File: src/hdl/osr_pkg.sv
// Constants, types and field layout shared by both ends of the status link
// What this block does
// - Security read opcode, eight clocks, MSB first
// - Three address bytes; only bits 8:0 used
// - Bits 8:7 pick register, 6:0 the byte
// - One dummy byte precedes security data, discarded
// - Security bytes out MSB first, eight clocks each
// - Output runs on across all four registers
// - Host ends the read by raising select
// - Security and indirect reads: in on SI, out SO
// - Three direct opcodes pick status one to three
// - Direct read: opcode then data, no address
// - Direct read repeats the same byte endlessly
// - Each repeat samples live register contents
// - Select release mid-byte ends read, output floats
// - Indirect read: 8-bit address, 01h-06h map registers
// - Indirect: opcode, address byte, dummy byte, data
// - Indirect address increments after every output byte
// - First indirect data bit 7 at clock 24
// - Addresses 7 to 255 give undefined data
// - Address wraps from FFh to 00h
`default_nettype none

package osr_pkg;
  // Opcodes
  localparam logic [7:0] OSR_OP_OTP_RD = 8'h4B;
  localparam logic [7:0] OSR_OP_STAT1 = 8'h05;
  localparam logic [7:0] OSR_OP_STAT2 = 8'h35;
  localparam logic [7:0] OSR_OP_STAT3 = 8'h15;
  localparam logic [7:0] OSR_OP_STAT_IND = 8'h65;
  // Address layout
  localparam int OSR_OTP_AW = 9;
  localparam logic [1:0] OSR_OTP_ABYTES = 2'h3;
  localparam logic [1:0] OSR_IND_ABYTES = 2'h1;
  localparam int OSR_OTP_SEL_MSB = 8;
  localparam int OSR_OTP_SEL_LSB = 7;
  localparam int OSR_NUM_STAT = 6;
  // Status register indices on the link
  localparam logic [7:0] OSR_STAT_ONE_OFS = 8'h01;
  localparam logic [7:0] OSR_STAT_TWO_OFS = 8'h02;
  localparam logic [7:0] OSR_STAT_THREE_OFS = 8'h03;
  localparam logic [7:0] OSR_STAT_SIX_OFS = 8'h06;
  // Host register map, byte offsets
  localparam logic [7:0] OSR_CTRL_OFS = 8'h00;
  localparam logic [7:0] OSR_ADDR_OFS = 8'h04;
  localparam logic [7:0] OSR_STATUS_OFS = 8'h08;
  localparam logic [7:0] OSR_RXDATA_OFS = 8'h0C;
  // Host control fields
  localparam int OSR_CTRL_ABYTES_LSB = 8;
  localparam int OSR_CTRL_DUMMY_BIT = 10;
  localparam int OSR_CTRL_NBYTES_LSB = 16;
  localparam int OSR_CTRL_GO_BIT = 31;
  localparam int OSR_STATUS_BUSY_BIT = 0;
  localparam int OSR_STATUS_RXV_BIT = 1;
  localparam logic [31:0] OSR_CTRL_RST = 32'h0000_0000;
  localparam logic [23:0] OSR_ADDR_RST = 24'h00_0000;
  // Host clock cycles per half period of the serial clock
  localparam int OSR_SCK_HALF_CYC = 12;

  typedef enum logic [2:0] {
    OSR_D_IDLE, OSR_D_CMD, OSR_D_ADDR, OSR_D_DUMMY, OSR_D_DATA, OSR_D_IGNORE
  } osr_dev_state_e;
  typedef enum logic [1:0] {OSR_M_OTP, OSR_M_DIR, OSR_M_IND} osr_mode_e;
  typedef enum logic [2:0] {
    OSR_H_IDLE, OSR_H_LEAD, OSR_H_SHIFT, OSR_H_TRAIL, OSR_H_GAP
  } osr_host_state_e;
endpackage

`default_nettype wire

File: src/hdl/osr_link.sv
// Serial link between host controller and status device
`default_nettype none

interface osr_link;
  logic cs_n;
  logic sck;
  logic si;
  logic so;
  logic so_oe;
  modport dev (input cs_n, input sck, input si, output so, output so_oe);
  modport host (output cs_n, output sck, output si, input so, input so_oe);
endinterface

`default_nettype wire

File: src/hdl/osr_sync.sv
// Three-flop input synchroniser with agreement filter
`default_nettype none

module osr_sync #(
  parameter int W = 1,
  parameter logic [W-1:0] RST = '0
) (
  input wire logic clk, // Sampling clock
  input wire logic rst_n, // Async reset, active low
  input wire logic [W-1:0] d, // Asynchronous inputs
  output logic [W-1:0] q // Filtered, synchronous levels
);
  logic [W-1:0] s1_q;
  logic [W-1:0] s2_q;
  logic [W-1:0] s3_q;

  // Stage one is read only by stage two
  always_ff @(posedge clk or negedge rst_n)
  begin
    if (!rst_n)
    begin
      s1_q <= RST;
      s2_q <= RST;
      s3_q <= RST;
    end
    else
    begin
      s1_q <= d;
      s2_q <= s1_q;
      s3_q <= s2_q;
    end
  end

  // Change counts only when stages two and three agree
  always_ff @(posedge clk or negedge rst_n)
  begin
    if (!rst_n)
      q <= RST;
    else
      q <= (s2_q & ~(s2_q ^ s3_q)) | (q & (s2_q ^ s3_q));
  end
endmodule

`default_nettype wire

File: src/hdl/osr_device.sv
// Device end: security and status read command logic
//
// Implementation choice: status and security bytes come in on ports; AHB-Lite is at the host end.
`default_nettype none

module osr_device (
  input wire logic hclk, // System clock
  input wire logic hresetn, // Async reset, active low
  osr_link.dev link, // Serial link, device side
  input wire logic [47:0] status_bytes, // Live status 1..6, one at [7:0]
  output logic [osr_pkg::OSR_OTP_AW-1:0] otp_addr, // Security byte index
  input wire logic [7:0] otp_rdata, // Byte at otp_addr
  output logic busy // Select seen asserted
);
  import osr_pkg::*;

  logic [2:0] pins_f;
  logic cs_n_f;
  logic sck_f;
  logic si_f;
  logic sck_prev_q;
  logic cs_prev_q;
  logic cs_start;
  logic sck_rise;
  logic sck_fall;
  osr_dev_state_e state_q;
  osr_mode_e mode_q;
  logic [2:0] bit_q;
  logic [6:0] shift_q;
  logic [7:0] byte_in;
  logic byte_done;
  logic [1:0] abytes_q;
  logic [OSR_OTP_AW-1:0] addr_q;
  logic [7:0] dir_reg_q;
  logic load_pend_q;
  logic [7:0] out_q;
  logic [7:0] fetch;
  logic so_q;
  logic so_oe_q;
  logic busy_q;

  // Pick status byte by link index; anything outside 1..6 reads zero
  function automatic logic [7:0] stat_byte(input logic [47:0] s,
                                           input logic [7:0] a);
    logic [7:0] r;
    r = 8'h00;
    for (int i = 1; i <= OSR_NUM_STAT; i++)
    begin
      if (a == 8'(i))
        r = s[8*(i-1) +: 8];
    end
    return r;
  endfunction

  // Link pins come from another party, so they pass the filter
  // Filter resets to the idle levels of the pins so no false edge follows
  osr_sync #(.W(3), .RST(3'b100)) u_sync (
    .clk(hclk),
    .rst_n(hresetn),
    .d({link.cs_n, link.sck, link.si}),
    .q(pins_f)
  );
  assign cs_n_f = pins_f[2];
  assign sck_f = pins_f[1];
  assign si_f = pins_f[0];

  // Edge detection on filtered levels
  always_ff @(posedge hclk or negedge hresetn)
  begin
    if (!hresetn)
    begin
      sck_prev_q <= 1'b0;
      cs_prev_q <= 1'b1;
    end
    else
    begin
      sck_prev_q <= sck_f;
      cs_prev_q <= cs_n_f;
    end
  end
  assign cs_start = cs_prev_q & ~cs_n_f;
  assign sck_rise = sck_f & ~sck_prev_q & ~cs_n_f;
  assign sck_fall = ~sck_f & sck_prev_q & ~cs_n_f;
  assign byte_in = {shift_q, si_f};
  assign byte_done = sck_rise && (bit_q == 3'h7);

  // Input shifter and bit counter, MSB arrives first
  always_ff @(posedge hclk or negedge hresetn)
  begin
    if (!hresetn)
    begin
      bit_q <= 3'h0;
      shift_q <= 7'h00;
    end
    else if (cs_start)
    begin
      bit_q <= 3'h0;
      shift_q <= 7'h00;
    end
    else if (sck_rise)
    begin
      bit_q <= bit_q + 3'h1;
      shift_q <= byte_in[6:0];
    end
  end

  // Command sequencer, one step per completed byte
  always_ff @(posedge hclk or negedge hresetn)
  begin
    if (!hresetn)
    begin
      state_q <= OSR_D_IDLE;
      mode_q <= OSR_M_OTP;
      abytes_q <= 2'h0;
      dir_reg_q <= 8'h00;
    end
    else if (cs_n_f)
      state_q <= OSR_D_IDLE;
    else if (cs_start)
      state_q <= OSR_D_CMD;
    else if (byte_done)
    begin
      unique case (state_q)
        OSR_D_CMD:
        begin
          unique case (byte_in)
            OSR_OP_OTP_RD:
            begin
              mode_q <= OSR_M_OTP;
              abytes_q <= OSR_OTP_ABYTES - 2'h1;
              state_q <= OSR_D_ADDR;
            end
            OSR_OP_STAT_IND:
            begin
              mode_q <= OSR_M_IND;
              abytes_q <= OSR_IND_ABYTES - 2'h1;
              state_q <= OSR_D_ADDR;
            end
            OSR_OP_STAT1, OSR_OP_STAT2, OSR_OP_STAT3:
            begin
              mode_q <= OSR_M_DIR;
              state_q <= OSR_D_DATA;
              if (byte_in == OSR_OP_STAT1)
                dir_reg_q <= OSR_STAT_ONE_OFS;
              else if (byte_in == OSR_OP_STAT2)
                dir_reg_q <= OSR_STAT_TWO_OFS;
              else
                dir_reg_q <= OSR_STAT_THREE_OFS;
            end
            default:
              state_q <= OSR_D_IGNORE;
          endcase
        end
        OSR_D_ADDR:
        begin
          if (abytes_q == 2'h0)
            state_q <= OSR_D_DUMMY;
          else
            abytes_q <= abytes_q - 2'h1;
        end
        OSR_D_DUMMY:
          state_q <= OSR_D_DATA;
        OSR_D_DATA, OSR_D_IGNORE, OSR_D_IDLE:
          state_q <= state_q;
        default:
          state_q <= OSR_D_IDLE;
      endcase
    end
  end

  // Start address capture and per-byte advance
  always_ff @(posedge hclk or negedge hresetn)
  begin
    if (!hresetn)
      addr_q <= '0;
    else if (byte_done && state_q == OSR_D_ADDR)
      addr_q <= {addr_q[0], byte_in};
    else if (byte_done && state_q == OSR_D_DATA)
    begin
      if (mode_q == OSR_M_OTP)
        addr_q <= addr_q + 9'h001;
      else if (mode_q == OSR_M_IND)
        addr_q <= {1'b0, addr_q[7:0] + 8'h01};
    end
  end
  // Bits 8:7 pick register and 6:0 the byte: a flat index
  assign otp_addr = addr_q;

  // Byte to send next, read at the moment it is loaded
  always_comb
  begin
    unique case (mode_q)
      OSR_M_OTP: fetch = otp_rdata;
      OSR_M_DIR: fetch = stat_byte(status_bytes, dir_reg_q);
      OSR_M_IND: fetch = stat_byte(status_bytes, addr_q[7:0]);
      default: fetch = 8'h00;
    endcase
  end

  // Load request after dummy, direct opcode or each data byte
  always_ff @(posedge hclk or negedge hresetn)
  begin
    if (!hresetn)
      load_pend_q <= 1'b0;
    else if (cs_n_f)
      load_pend_q <= 1'b0;
    else if (byte_done && (state_q == OSR_D_DUMMY || state_q == OSR_D_DATA))
      load_pend_q <= 1'b1;
    else if (byte_done && state_q == OSR_D_CMD && (byte_in == OSR_OP_STAT1
             || byte_in == OSR_OP_STAT2 || byte_in == OSR_OP_STAT3))
      load_pend_q <= 1'b1;
    else if (sck_fall)
      load_pend_q <= 1'b0;
  end

  // Output shifter changes on falling edges so rise sees it stable
  always_ff @(posedge hclk or negedge hresetn)
  begin
    if (!hresetn)
    begin
      out_q <= 8'h00;
      so_q <= 1'b0;
      so_oe_q <= 1'b0;
    end
    else if (cs_n_f)
    begin
      so_q <= 1'b0;
      so_oe_q <= 1'b0;
    end
    else if (sck_fall && load_pend_q)
    begin
      so_q <= fetch[7];
      out_q <= {fetch[6:0], 1'b0};
      so_oe_q <= 1'b1;
    end
    else if (sck_fall && so_oe_q)
    begin
      so_q <= out_q[7];
      out_q <= {out_q[6:0], 1'b0};
    end
  end

  // Select activity indicator
  always_ff @(posedge hclk or negedge hresetn)
  begin
    if (!hresetn)
      busy_q <= 1'b0;
    else
      busy_q <= ~cs_n_f;
  end

  assign link.so = so_q;
  assign link.so_oe = so_oe_q;
  assign busy = busy_q;
endmodule

`default_nettype wire

File: src/flat_wrapper.sv
// flat-port wrapper written by rule: the top's interface ports become plain ports
module osr_device_flat import osr_pkg::*;
  (hclk, hresetn, status_bytes, otp_addr, otp_rdata, busy, link_cs_n, link_sck, link_si, link_so, link_so_oe);
  osr_link link_i ();
  input wire logic hclk;
  input wire logic hresetn;
  input wire logic [47:0] status_bytes;
  output logic [osr_pkg::OSR_OTP_AW-1:0] otp_addr;
  input wire logic [7:0] otp_rdata;
  output logic busy;
  input wire logic [$bits(link_i.cs_n)-1:0] link_cs_n;
  input wire logic [$bits(link_i.sck)-1:0] link_sck;
  input wire logic [$bits(link_i.si)-1:0] link_si;
  output wire logic [$bits(link_i.so)-1:0] link_so;
  output wire logic [$bits(link_i.so_oe)-1:0] link_so_oe;
  assign link_i.cs_n = link_cs_n;
  assign link_i.sck = link_sck;
  assign link_i.si = link_si;
  assign link_so = link_i.so;
  assign link_so_oe = link_i.so_oe;
  osr_device u_core (.hclk(hclk), .hresetn(hresetn), .link(link_i), .status_bytes(status_bytes), .otp_addr(otp_addr), .otp_rdata(otp_rdata), .busy(busy));
endmodule
File: config.mk
export PLATFORM = sky130hd
export DESIGN_NAME = osr_device_flat
export DESIGN_NICKNAME = d
export VERILOG_FILES = /design/src/hdl/osr_pkg.sv /design/src/hdl/osr_link.sv /design/src/hdl/osr_sync.sv /design/src/hdl/osr_device.sv /design/src/flat_wrapper.sv
export SDC_FILE = /design/constraint.sdc
export NUM_CORES = 1
export LEC_CHECK = 0
export BUFFER_PORTS_ARGS = -buffer_cell sky130_fd_sc_hd__clkbuf_2
export CAP_MARGIN = 15
export CORE_MARGIN = 1
export CORE_UTILIZATION = 45
export DETAILED_ROUTE_END_ITERATION = 10
export PLACE_DENSITY = 0.76
export SLEW_MARGIN = 20
export SYNTH_ARGS = -nofsm -noshare
export SYNTH_HDL_FRONTEND = slang
export SYNTH_SLANG_ARGS = --single-unit
File: constraint.sdc
create_clock -name hclk -period 2.4 [get_ports hclk]
set_input_delay 0.48 -clock hclk [delete_from_list [all_inputs] [get_ports hclk]]
set_output_delay 0.48 -clock hclk [all_outputs]
set_load 0.05 [all_outputs]
Word-level counts from Yosys, hierarchy flattened
Cells that the tools add are included.
W data, S select, Z words.
Storage, ports and cells
  register bits after elaboration: 60
  logic and storage cells: 142
  output and inout port bits: 12
Operators by class
  eq/ne operators: 29
  reduce and logical (&&, ||, !) cells: 33
  bitwise logic cells: 14
  muxes and demuxes: 44
  add/sub/neg operators: 4
Operators by type and width (number)
  $mux W8: 15
  $eq A8 B3 Y1 const B: 7
  $mux W9: 4
  $eq A8 B2 Y1 const B: 4
  $pmux W8 S3: 1
  $mux W3: 6
  $eq A8 B1 Y1 const B: 2
  $eq A8 B7 Y1 const B: 2
  $mux W7: 2
  $pmux W3 S4: 1
  $reduce_bool A3 Y1: 4
  $mux W1: 10
  $reduce_and A5 Y1: 2
  $reduce_bool A2 Y1: 5
  $add A9 B1 Y9 const B: 1
  $eq A3 B3 Y1 const B: 3
  $add A8 B1 Y8 const B: 1
  $eq A8 B5 Y1 const B: 1
  $eq A8 B6 Y1 const B: 1
  $logic_and A1 B1 Y1: 8
  $pmux W2 S2: 2
  $and A3 B3 Y3: 2
  $eq A3 B2 Y1 const B: 2
  $pmux W2 S3: 1
  25 further kinds: 37

Longest topological paths before layout
Gate-level depths: netlist of the first run.
  depth in word-level cells: 10
  depth in mapped cells: 9

Hierarchy
Synthesis of the first run repeated with hierarchy kept, for this count alone.
Unflattened totals
  cells, all modules: 344
  area, all modules: 3315.7 µm²
Modules (own cells, without submodules)
  osr_device: cells an instance 329, instances 1, area an instance 2976.6 µm²
  osr_sync: cells an instance 15, instances 1, area an instance 339.1 µm²

Worst setup path after synthesis of the first run
No wires, ideal clock.
  kind: register -> register
  start: register u_core.addr_q[0] (netlist: u_core.otp_addr[0])
  end: register u_core.out_q[1]
  setup time: 0.124 ns
  arrival time: 2.045 ns
  stages on the path, launching flop included: 10
  period minus slack after synthesis: 2.169 ns
  slack: 0.231 ns
  cell sequence: dfrtp_1 > inv_1 > ha_1 > clkbuf_1 > clkbuf_1 > a21oi_1 > o21ai_0 > a32oi_1 > nor2_1 > a211o_1
Between the ends
  word-level cells in the longest chain between the ends: 9
  elaborated cells on any way between the ends: 14
  classes of those cells: eq/ne: 6; mux: 8
RTL lines
  start, declared: RTL line osr_device.sv:33  | logic [OSR_OTP_AW-1:0] addr_q;
  start signal, assigned: RTL line osr_device.sv:177  | addr_q <= {addr_q[0], byte_in};
  start signal, assigned: RTL line osr_device.sv:181  | addr_q <= addr_q + 9'h001;
  start signal, assigned: RTL line osr_device.sv:183  | addr_q <= {1'b0, addr_q[7:0] + 8'h01};
  $eq A8 B1 Y1: RTL line osr_device.sv:49  | if (a == 8'(i))
  $mux W8 (5 in a row): RTL line osr_device.sv:49
  $mux W8 (*): RTL line osr_device.sv:49
  $pmux W8 S3 (*): RTL line osr_device.sv:192  | unique case (mode_q)
  $mux W8 (*): RTL line osr_device.sv:230  | else if (sck_fall && load_pend_q)
  end signal, assigned: RTL line osr_device.sv:233  | out_q <= {fetch[6:0], 1'b0};
  end signal, assigned: RTL line osr_device.sv:239  | out_q <= {out_q[6:0], 1'b0};
  end, declared: RTL line osr_device.sv:36  | logic [7:0] out_q;
Mark *: on every way between the ends. The rest lies on a longest branch, timed or not.
A chain may end at the register's enable or synchronous reset.

Worst setup path in the final report of the first run
  start: register u_core.addr_q[0] (netlist: u_core.otp_addr[0])
  end: register u_core.addr_q[8] (netlist: u_core.otp_addr[8])
Between the ends
  word-level cells in the longest chain between the ends: 4
RTL lines
  $add A9 B1 Y9: RTL line osr_device.sv:181
  $mux W9: RTL line osr_device.sv:180  | if (mode_q == OSR_M_OTP)
  $mux W9: RTL line osr_device.sv:178  | else if (byte_done && state_q == OSR_D_DATA)
  $mux W9 (*): RTL line osr_device.sv:176  | else if (byte_done && state_q == OSR_D_ADDR)
Mark *: on every way between the ends. The rest lies on a longest branch, timed or not. The select of a mux whose other input is x is not followed.

==> reports/metrics.sh, run 1 <==
STATUS='complete, no violations'
CTS-ROOT-BUF='clkbuf_8'
DIE-WIDTH_UM=86.98
FIN_CRIT_SH_PCT=89.12
MOSTFREQUENTLAYOUTCELLS='72 x clkbuf_2, 48 x dfrtp_1, 44 x nor2_1'
POST_LAYOUT_WORST_SETUP_MARGIN_PS=261.2
FINAL_DESIGN_AREA_NO_FILL_UM2=3806
PLACE_CONGESTION=0.8722
TIMING.CRITICAL_PATH.FANOUT_MAX=19
SYNTH_TOP_CELLS_BY_AREA='dfrtp_1 37%, a21oi_1 5.9%, nor2_1 5.1%'
ACTUAL_TRANSITION_AT_THE_WORST_MAX_TRANSITION_PIN_PS=782.0
CLOCKBUFFERDEPTH=2
DPL.HPWL_UM=6394
WORSTSETUPENDPOINTTYPE='register'
PLACE.PORT_BUFFERS=72
SYNTH_ENABLE_FLOP_CELLS=0
CRITPATHSLOWESTCELL='ha_1'
MOSTFREQUENTLAYOUTCELL='clkbuf_2'
CRITPATHKIND='register to register'
AVGSYNTHCELLAREA_UM2=8.619
DESIGN.FINAL.NETS=509
CP-STARTPOINT='u_core.otp_addr[0]$_DFFE_PN0P_'
FIRST_ITER_VIOLATIONS=137
MAX_FREQ_GHz=0.4675
CLKSLEWWORSTSETUPHOLDPATHS_PS=90
FINALHOLDVIOLCOUNT=0
CRITICAL-PATH-MAX-STAGE-DELAY_PS=660
ROUTE.VIAS.TOTAL=3071
CTS.HOLD.BUFFERS_ADDED=0
YS_FF_LATCH=53
SYN_NETS=445
DIE-HEIGHT_UM=86.98
FIN_TNS_SETUP_PS=0
TIMING.HOLD.WS_PS=164.1
NUMBER_OF_SLEW_LIMIT_VIOLATIONS_IN_THE_FINAL_REPORT=0
CPLARGESTDELAYFAMILY='simple AND/OR/NAND/NOR gates'
TRITONCTS='done'
ANTENNA_CELLS_INSERTED=0
DETAIL_ROUTE.WIRELENGTH_UM=8650
FLOORPLAN.INITIALDENSITY_PCT=47.30
POWER.IR.VDD_WORST_mV=0.2671
SYN_TO_FINAL_GROWTH_PCT=17.14
YOSYS_WARNINGS=0
WIRE_PER_INST_UM=16.08
UNREPAIRED_SETUP_ENDPOINTS_AFTER_GLOBAL_ROUTING='false'
CLOCK_SINKS=53
PLACED_CELL_AREA_UM2=3719
CTS_BUFFERS=5
CTS_SETUP_BUFFERS=0
CP_CELL_SEQUENCE='ha_1 > and3_1 > nand3_1 > nor4_1 > a21oi_1 > o21ai_0'
R2R_START='u_core.otp_addr[0]$_DFFE_PN0P_'
CAP_VIOLATIONS=0
SYNTHESIS.INSTANCES=377
DRT-PASS1-ITER-COUNT=4
POSTSYNTH.ASYNCRESETSHARE_PCT=100.0
TIMING.CRITICAL_PATH.ARRIVAL_PS=2370
CTS-RESIZED-GATES=0
CRIT_PATH_BUF_INV_COUNT=0
SYNTH_AREA_UM2=3249
WORST_SLEW_MARGIN_REL_PCT=47.86
REMAINING_DRC_ERRORS=0
YOSYS_MOST_USED_DFF='dfrtp_1'
VIAS_PER_CELL=5.708
GRT_PASS1_VIAS=2917
TRACK_USAGE_PCT=23.96
LAYOUT-DRIVE-GT1-SHARE_PCT=23.30
GRT_START_MAX_NET_PINS=31
NETLIST.AREA_LEADER.SHARE_PCT=36.97
FINALSETUPVIOLCOUNT=0
SHARE_OF_THE_YOSYS_CHIP_AREA_BELONGING_TO_REGISTERS_PCT=41.01
CORE_REGION_AREA_UM2=6869
SYNTH.LIB_CELLS_USED.DISTINCT=57
FINALCLOCKSKEW_PS=3.812
CLKLATENCYLATEPIN_PS=310
CTS_MAX_LEVEL=2
CELLPOWERDENSITY_nW_PER_UM2=435.9
GRT_FIRST_PASS_WIRELENGTH_UM=13950
FP_ROWS=30
POWER_LEAKAGE_nW=1.678
ANTENNA_VIOLATING_NETS_POST_ROUTE=0
DIE_AREA_UM2=7565
OVERFLOW=0
DESIGN.PORTCOUNT=73
WORST_HOLD_PATH_TYPE='input pin to asynchronous set/reset pin'
WORST_SLACK_AFTER_DETAILED_PLACEMENT_PS=264.8
TOTAL_POWER_W=0.001659
SYNTH_LARGEST_AREA_CELL='dfrtp_1'
CP-START-KIND='register'
REQUIRED_PS=2640
FINAL.MIN_CLOCK_PERIOD_PS=2139
GRT_ANTENNA_BEFORE_REPAIR=0
[where the power goes]
| group | total, W | switching [W] | internal, W |
|---|---|---|---|
| registers | 0.000976 | 0.0000426 | 0.000933 |
| clock network | 0.000505 | 0.000299 | 0.000206 |
| logic | 0.000179 | 0.0000924 | 0.0000862 |
| total | 0.00166 | 0.000434 | 0.00123 |
[worst paths after layout]
kind	end	slack, ps	cells after the start
min reg2reg	u_core.u_sync.s2_q[1]$_DFF_PN0_	360	0
min	u_core.out_q[2]$_DFFE_PN0P_	160	1
max reg2reg	u_core.otp_addr[8]$_DFFE_PN0P_	260	6
min in group hclk	u_core.u_sync.s1_q[2]$_DFF_PN1_	240	1
max	u_core.otp_addr[8]$_DFFE_PN0P_	260	6
max in group asynchronous	u_core.shift_q[4]$_DFFE_PN0P_	1660	2
[worst reg2reg max path, delay by kind of cell (launching register included)]
kind,cells,cell delay (ps)
and+or+nand+nor,3,710
adders and majority gates,1,660
DFF,1,490
AOI/OAI and AO/OA,2,210
[cells by family (layout without fill, tap and decap cells)]
kind of cell	count (synthesis)	after routing	synth area share (%)
AO/OA/AOI/OAI	116	116	22.60
XOR/XNOR	6	6	1.617
adder cells (fa/ha/maj)	10	10	3.619
buffers and inverters	43	108	5.044
flip-flops	53	53	41.01
multiplexers	19	19	6.123
AND/OR/NAND/NOR	130	130	19.98
[cell usage after synthesis (2+ instances only)]
cell and n:
nor3b_1 3, nor2b_1 4, a21oi_1 38, a221o_1 2
nor4bb_1 3, o21ai_0 28, a22oi_1 15, clkbuf_1 20
and3_1 5, o221ai_1 2, nand4_1 2, a221oi_1 2
mux2i_1 12, o211ai_1 8, nor3_1 3, xnor2_1 2
nor2_1 44, xor2_1 4, mux2_2 7, buf_2 2
nand2b_1 7, ha_1 7, inv_1 20, nand2_1 38
maj3_1 3, o31ai_1 2, nor4_1 2, nand4bb_1 2
nand3_1 7, dfstp_2 5, o311ai_0 5, dfrtp_1 48
[per-layer routing]
layer	track usage (%)	routed length [um]	vias up
met5	0	0	-
met4	7.879	141	0
met3	3.128	410	10
li1	-	-	1491
met1	31.20	3831	1467
met2	41.23	4267	103
[sequential cells by signal (all words and copies together), names as in the netlist, 2 cells and up, named ones only]
signal and flops:
u_core.mode_q 2, u_core.out_q 7, u_core.abytes_q 2, u_core.shift_q 7, u_core.dir_reg_q 2, u_core.u_sync.s3_q 3, u_core.otp_addr 9, u_core.u_sync.s2_q 3
u_core.u_sync.s1_q 3, u_core.bit_q 3, u_core.state_q 3
[through the flow]
step,utilization (%),cells
finish,55.41,538
global route,55.41,538
CTS,55.41,538
detailed placement,54.13,530
global placement,54.13,530
floorplan,-,377
[layout make-up]
type,instances,area [um^2]
Sequential cell,53,1333
Timing Repair Buffer,80,432.9
Clock inverter,2,15.01
Clock buffer,6,72.57
Fill cell,672,3063
Multi-Input combinational cell,281,1758
Tap cell,96,120.1
Inverter,20,75.07
No activity file was read; power rests on OpenSTA's default activity.
==> run 2, diff against run 1 <==
ABC_AREA = 1   (was not set)
==> run 2 against run 1 <==
Final area up 2.9%. Area after synthesis up 2.9%. Via count rose by 9.8%. Count of clock-buffer cells in the layout increased by 2. Core utilization is 1.1 points lower. Critical endpoint is now u_core.link.so$_DFFE_PN0P_.
==> reports/metrics.sh, run 2 <==
SYN_TO_FINAL_GROWTH_PCT=17.10
AVGSYNTHCELLAREA_UM2=7.286
POWER.SWITCHING_FRACTION_PCT=25.69
CELLPOWERDENSITY_nW_PER_UM2=430.2
LARGEST_REGISTER_FF_COUNT=9
YS_TOP_CELLS_BY_COUNT='119 x nand2_1, 67 x inv_1, 56 x a21oi_1, 48 x dfrtp_1, 35 x nor2_1'
WORST_HOLD_PATH_TYPE='input pin to asynchronous set/reset pin'
VIAS_PER_CELL=5.302
TRITONCTS='done'
MAX_FREQ_GHz=0.5014
CLKSLEWWORSTSETUPHOLDPATHS_PS=90
MOSTFREQUENTLAYOUTCELLS='119 x nand2_1, 72 x clkbuf_2, 67 x inv_1'
STATUS='complete, no violations'
FINAL.MIN_CLOCK_PERIOD_PS=1994
REQUIRED_PS=2640
SYNTH_TOP_CELLS_BY_AREA='dfrtp_1 36%, nand2_1 13%, a21oi_1 8.4%'
WORSTSETUPENDPOINTTYPE='register'
NUMBER_OF_SLEW_LIMIT_VIOLATIONS_IN_THE_FINAL_REPORT=0
TRACK_USAGE_PCT=23.49
DIE-WIDTH_UM=88.21
YOSYS_WARNINGS=0
SYN_NETS=527
GRT_START_MAX_NET_PINS=23
CTS_MAX_LEVEL=2
SYNTH.MOST_COMMON_CELL='nand2_1'
WORST_SLEW_MARGIN_REL_PCT=51.45
PLACED_CELL_AREA_UM2=3826
SYNTH.LIB_CELLS_USED.DISTINCT=36
MULTIINPUTGATEAREA_UM2=1695
FIN_CRIT_SH_PCT=83.10
CRITPATHKIND='register to register'
OVERFLOW=0
CLOCK_SINKS=53
SYNTH_ENABLE_FLOP_CELLS=0
DESIGN.PORTCOUNT=73
DESIGN.FINAL.NETS=604
LAYOUT-DRIVE-GT1-SHARE_PCT=20.67
FINALSETUPVIOLCOUNT=0
ANTENNA_VIOLATING_NETS_POST_ROUTE=0
DETAIL_ROUTE.WIRELENGTH_UM=8840
REMAINING_DRC_ERRORS=0
CORE_REGION_AREA_UM2=7214
POWER.IR.VDD_WORST_mV=0.2610
CAP_VIOLATIONS=0
FP_ROWS=31
POWER.SWITCHING_W=0.0004329
POWER_LEAKAGE_nW=1.985
FIRST_ITER_VIOLATIONS=228
TIMING.HOLD.WS_PS=121.3
DIE_AREA_UM2=7781
SYNTHESIS.INSTANCES=459
WORST_SLACK_AFTER_DETAILED_PLACEMENT_PS=451.0
POST_LAYOUT_WORST_SETUP_MARGIN_PS=405.6
INTERNAL_POWER_W=0.001252
ANTENNA_CELLS_INSERTED=0
MOSTFREQUENTLAYOUTCELL='nand2_1'
SYNTH_AREA_UM2=3344
FINAL_DESIGN_AREA_NO_FILL_UM2=3916
CTS.HOLD.BUFFERS_ADDED=0
P_CLK_SHARE_PCT=30.4
NETLIST.AREA_LEADER.SHARE_PCT=35.91
CTS-RESIZED-GATES=0
DRT-PASS1-ITER-COUNT=5
POSTSYNTH.ASYNCRESETSHARE_PCT=100.0
PLACE_CONGESTION=0.9657
GRT_PASS1_VIAS=3119
CTS_BUFFERS=5
CLOCKBUFFERDEPTH=2
FINALHOLDVIOLCOUNT=0
COMB_POWER_SHARE_PCT=12.4
DIE-HEIGHT_UM=88.21
CTS-ROOT-BUF='clkbuf_8'
SYNTH_LARGEST_AREA_CELL='dfrtp_1'
P_SEQ_SHARE_PCT=57.2
CLKLATENCYLATEPIN_PS=310
TIMING.CRITICAL_PATH.FANOUT_MAX=9
PLACE.PORT_BUFFERS=72
FLOORPLAN.INITIALDENSITY_PCT=46.36
CTS_SETUP_BUFFERS=0
SHARE_OF_THE_YOSYS_CHIP_AREA_BELONGING_TO_REGISTERS_PCT=39.84
WIRE_PER_INST_UM=13.90
ACTUAL_TRANSITION_AT_THE_WORST_MAX_TRANSITION_PIN_PS=725.6
TIMING.CRITICAL_PATH.ARRIVAL_PS=2230
FINAL-SEQ-AREA_UM2=1333
CP-START-KIND='register'
YOSYS_MOST_USED_DFF='dfrtp_1'
ROUTE.VIAS.TOTAL=3372
DPL.HPWL_UM=6915
FINALCLOCKSKEW_PS=12.68
FILLERS=721
FIN_TNS_SETUP_PS=0
YS_FF_LATCH=53
GRT_ANTENNA_BEFORE_REPAIR=0
UNREPAIRED_SETUP_ENDPOINTS_AFTER_GLOBAL_ROUTING='false'
GRT_FIRST_PASS_WIRELENGTH_UM=14070
==> run 2: cell types whose count changed after synthesis, sizes merged, moves of 5 or more <==
cell / previous run / this run
clkbuf: 20 / 4
o311ai: 5 / 0
and3: 5 / 0
nand2b: 7 / 0
mux2: 7 / 0
nand3: 7 / 21
nand2: 38 / 124
a22oi: 15 / 4
o211ai: 8 / 2
nor2b: 5 / 0
inv: 20 / 68
a21oi: 38 / 58
mux2i: 12 / 0
==> run 2: layer usage <==
metal / GRT usage (%) / routed length [um]
met5: 0 / 0
met4: 11.00 / 267
met3: 4.104 / 583
met2: 38.74 / 4145
met1: 30.14 / 3843
==> run 2: final cells by class <==
class	instances	share of cell area [%]
clock buffer	8	2.300
sequential	53	34.03
timing repair buffer	77	10.48
inverter	69	6.741
tap	99	3.163
multi-input combinational	330	43.29
==> run 2: power by group through the flow <==
stage / combinational (W) / clock [W] / sequential, W
6_report: 0.000209 / 0.000512 / 0.000963
5_1_grt: 0.000237 / 0.000557 / 0.000970
4_1_cts: 0.000209 / 0.000533 / 0.000964
3_5_place_dp: 0.000208 / 0 / 0.000981
3_3_place_gp: 0.000204 / 0 / 0.000978
2_1_floorplan: 0.0000951 / 0 / 0.000979
==> run 2: worst max-delay path, cell delays in order, from the launching register on <==
cell and delay (ps):
dfrtp_1 470, ha_1 250, nand2_1 70, nor2_1 250, buf_4 220, a21oi_1 70, nand2_1 110, nand2_1 90
nand2_1 60, nand2_1 50, nand2_1 60, nand2_1 80, a21oi_1 140
==> run 2: worst paths after layout <==
kind | to | cells past startpoint | slack, ps | from
setup / recovery | u_core.link.so$_DFFE_PN0P_ | 12 | 410 | u_core.otp_addr[0]$_DFFE_PN0P_
hold / removal | u_core.u_sync.s1_q[0]$_DFF_PN0_ | 1 | 120 | hresetn
setup reg to reg | u_core.link.so$_DFFE_PN0P_ | 12 | 410 | u_core.otp_addr[0]$_DFFE_PN0P_
hold reg to reg | u_core.u_sync.s2_q[0]$_DFF_PN0_ | 0 | 350 | u_core.u_sync.s1_q[0]$_DFF_PN0_
max in group asynchronous | asynchronous set/reset pin | 2 | 1620 | hresetn
min in group hclk | u_core.u_sync.s1_q[2]$_DFF_PN1_ | 1 | 250 | link_cs_n
==> run 2: kinds of logic (layout without fill, tap and decap cells) <==
logic type / count (synthesis) / in the layout / synth area share [%]
and+or+nand+nor: 201 / 201 / 26.34
AOI/OAI and AO/OA: 115 / 115 / 19.79
buffers and inverters: 76 / 154 / 9.465
DFF: 53 / 53 / 39.84
adders and majority gates: 10 / 10 / 3.517
xor gates and xnor gates: 4 / 4 / 1.047
==> run 2: metrics by stage <==
step	util, %	cells	total power (W)
6_report	54.28	636	0.001685
5_1_grt	54.28	636	0.001765
4_1_cts	54.28	636	0.001706
3_5_place_dp	53.04	628	0.001189
3_3_place_gp	53.04	628	0.001182
2_1_floorplan	-	459	0.001074
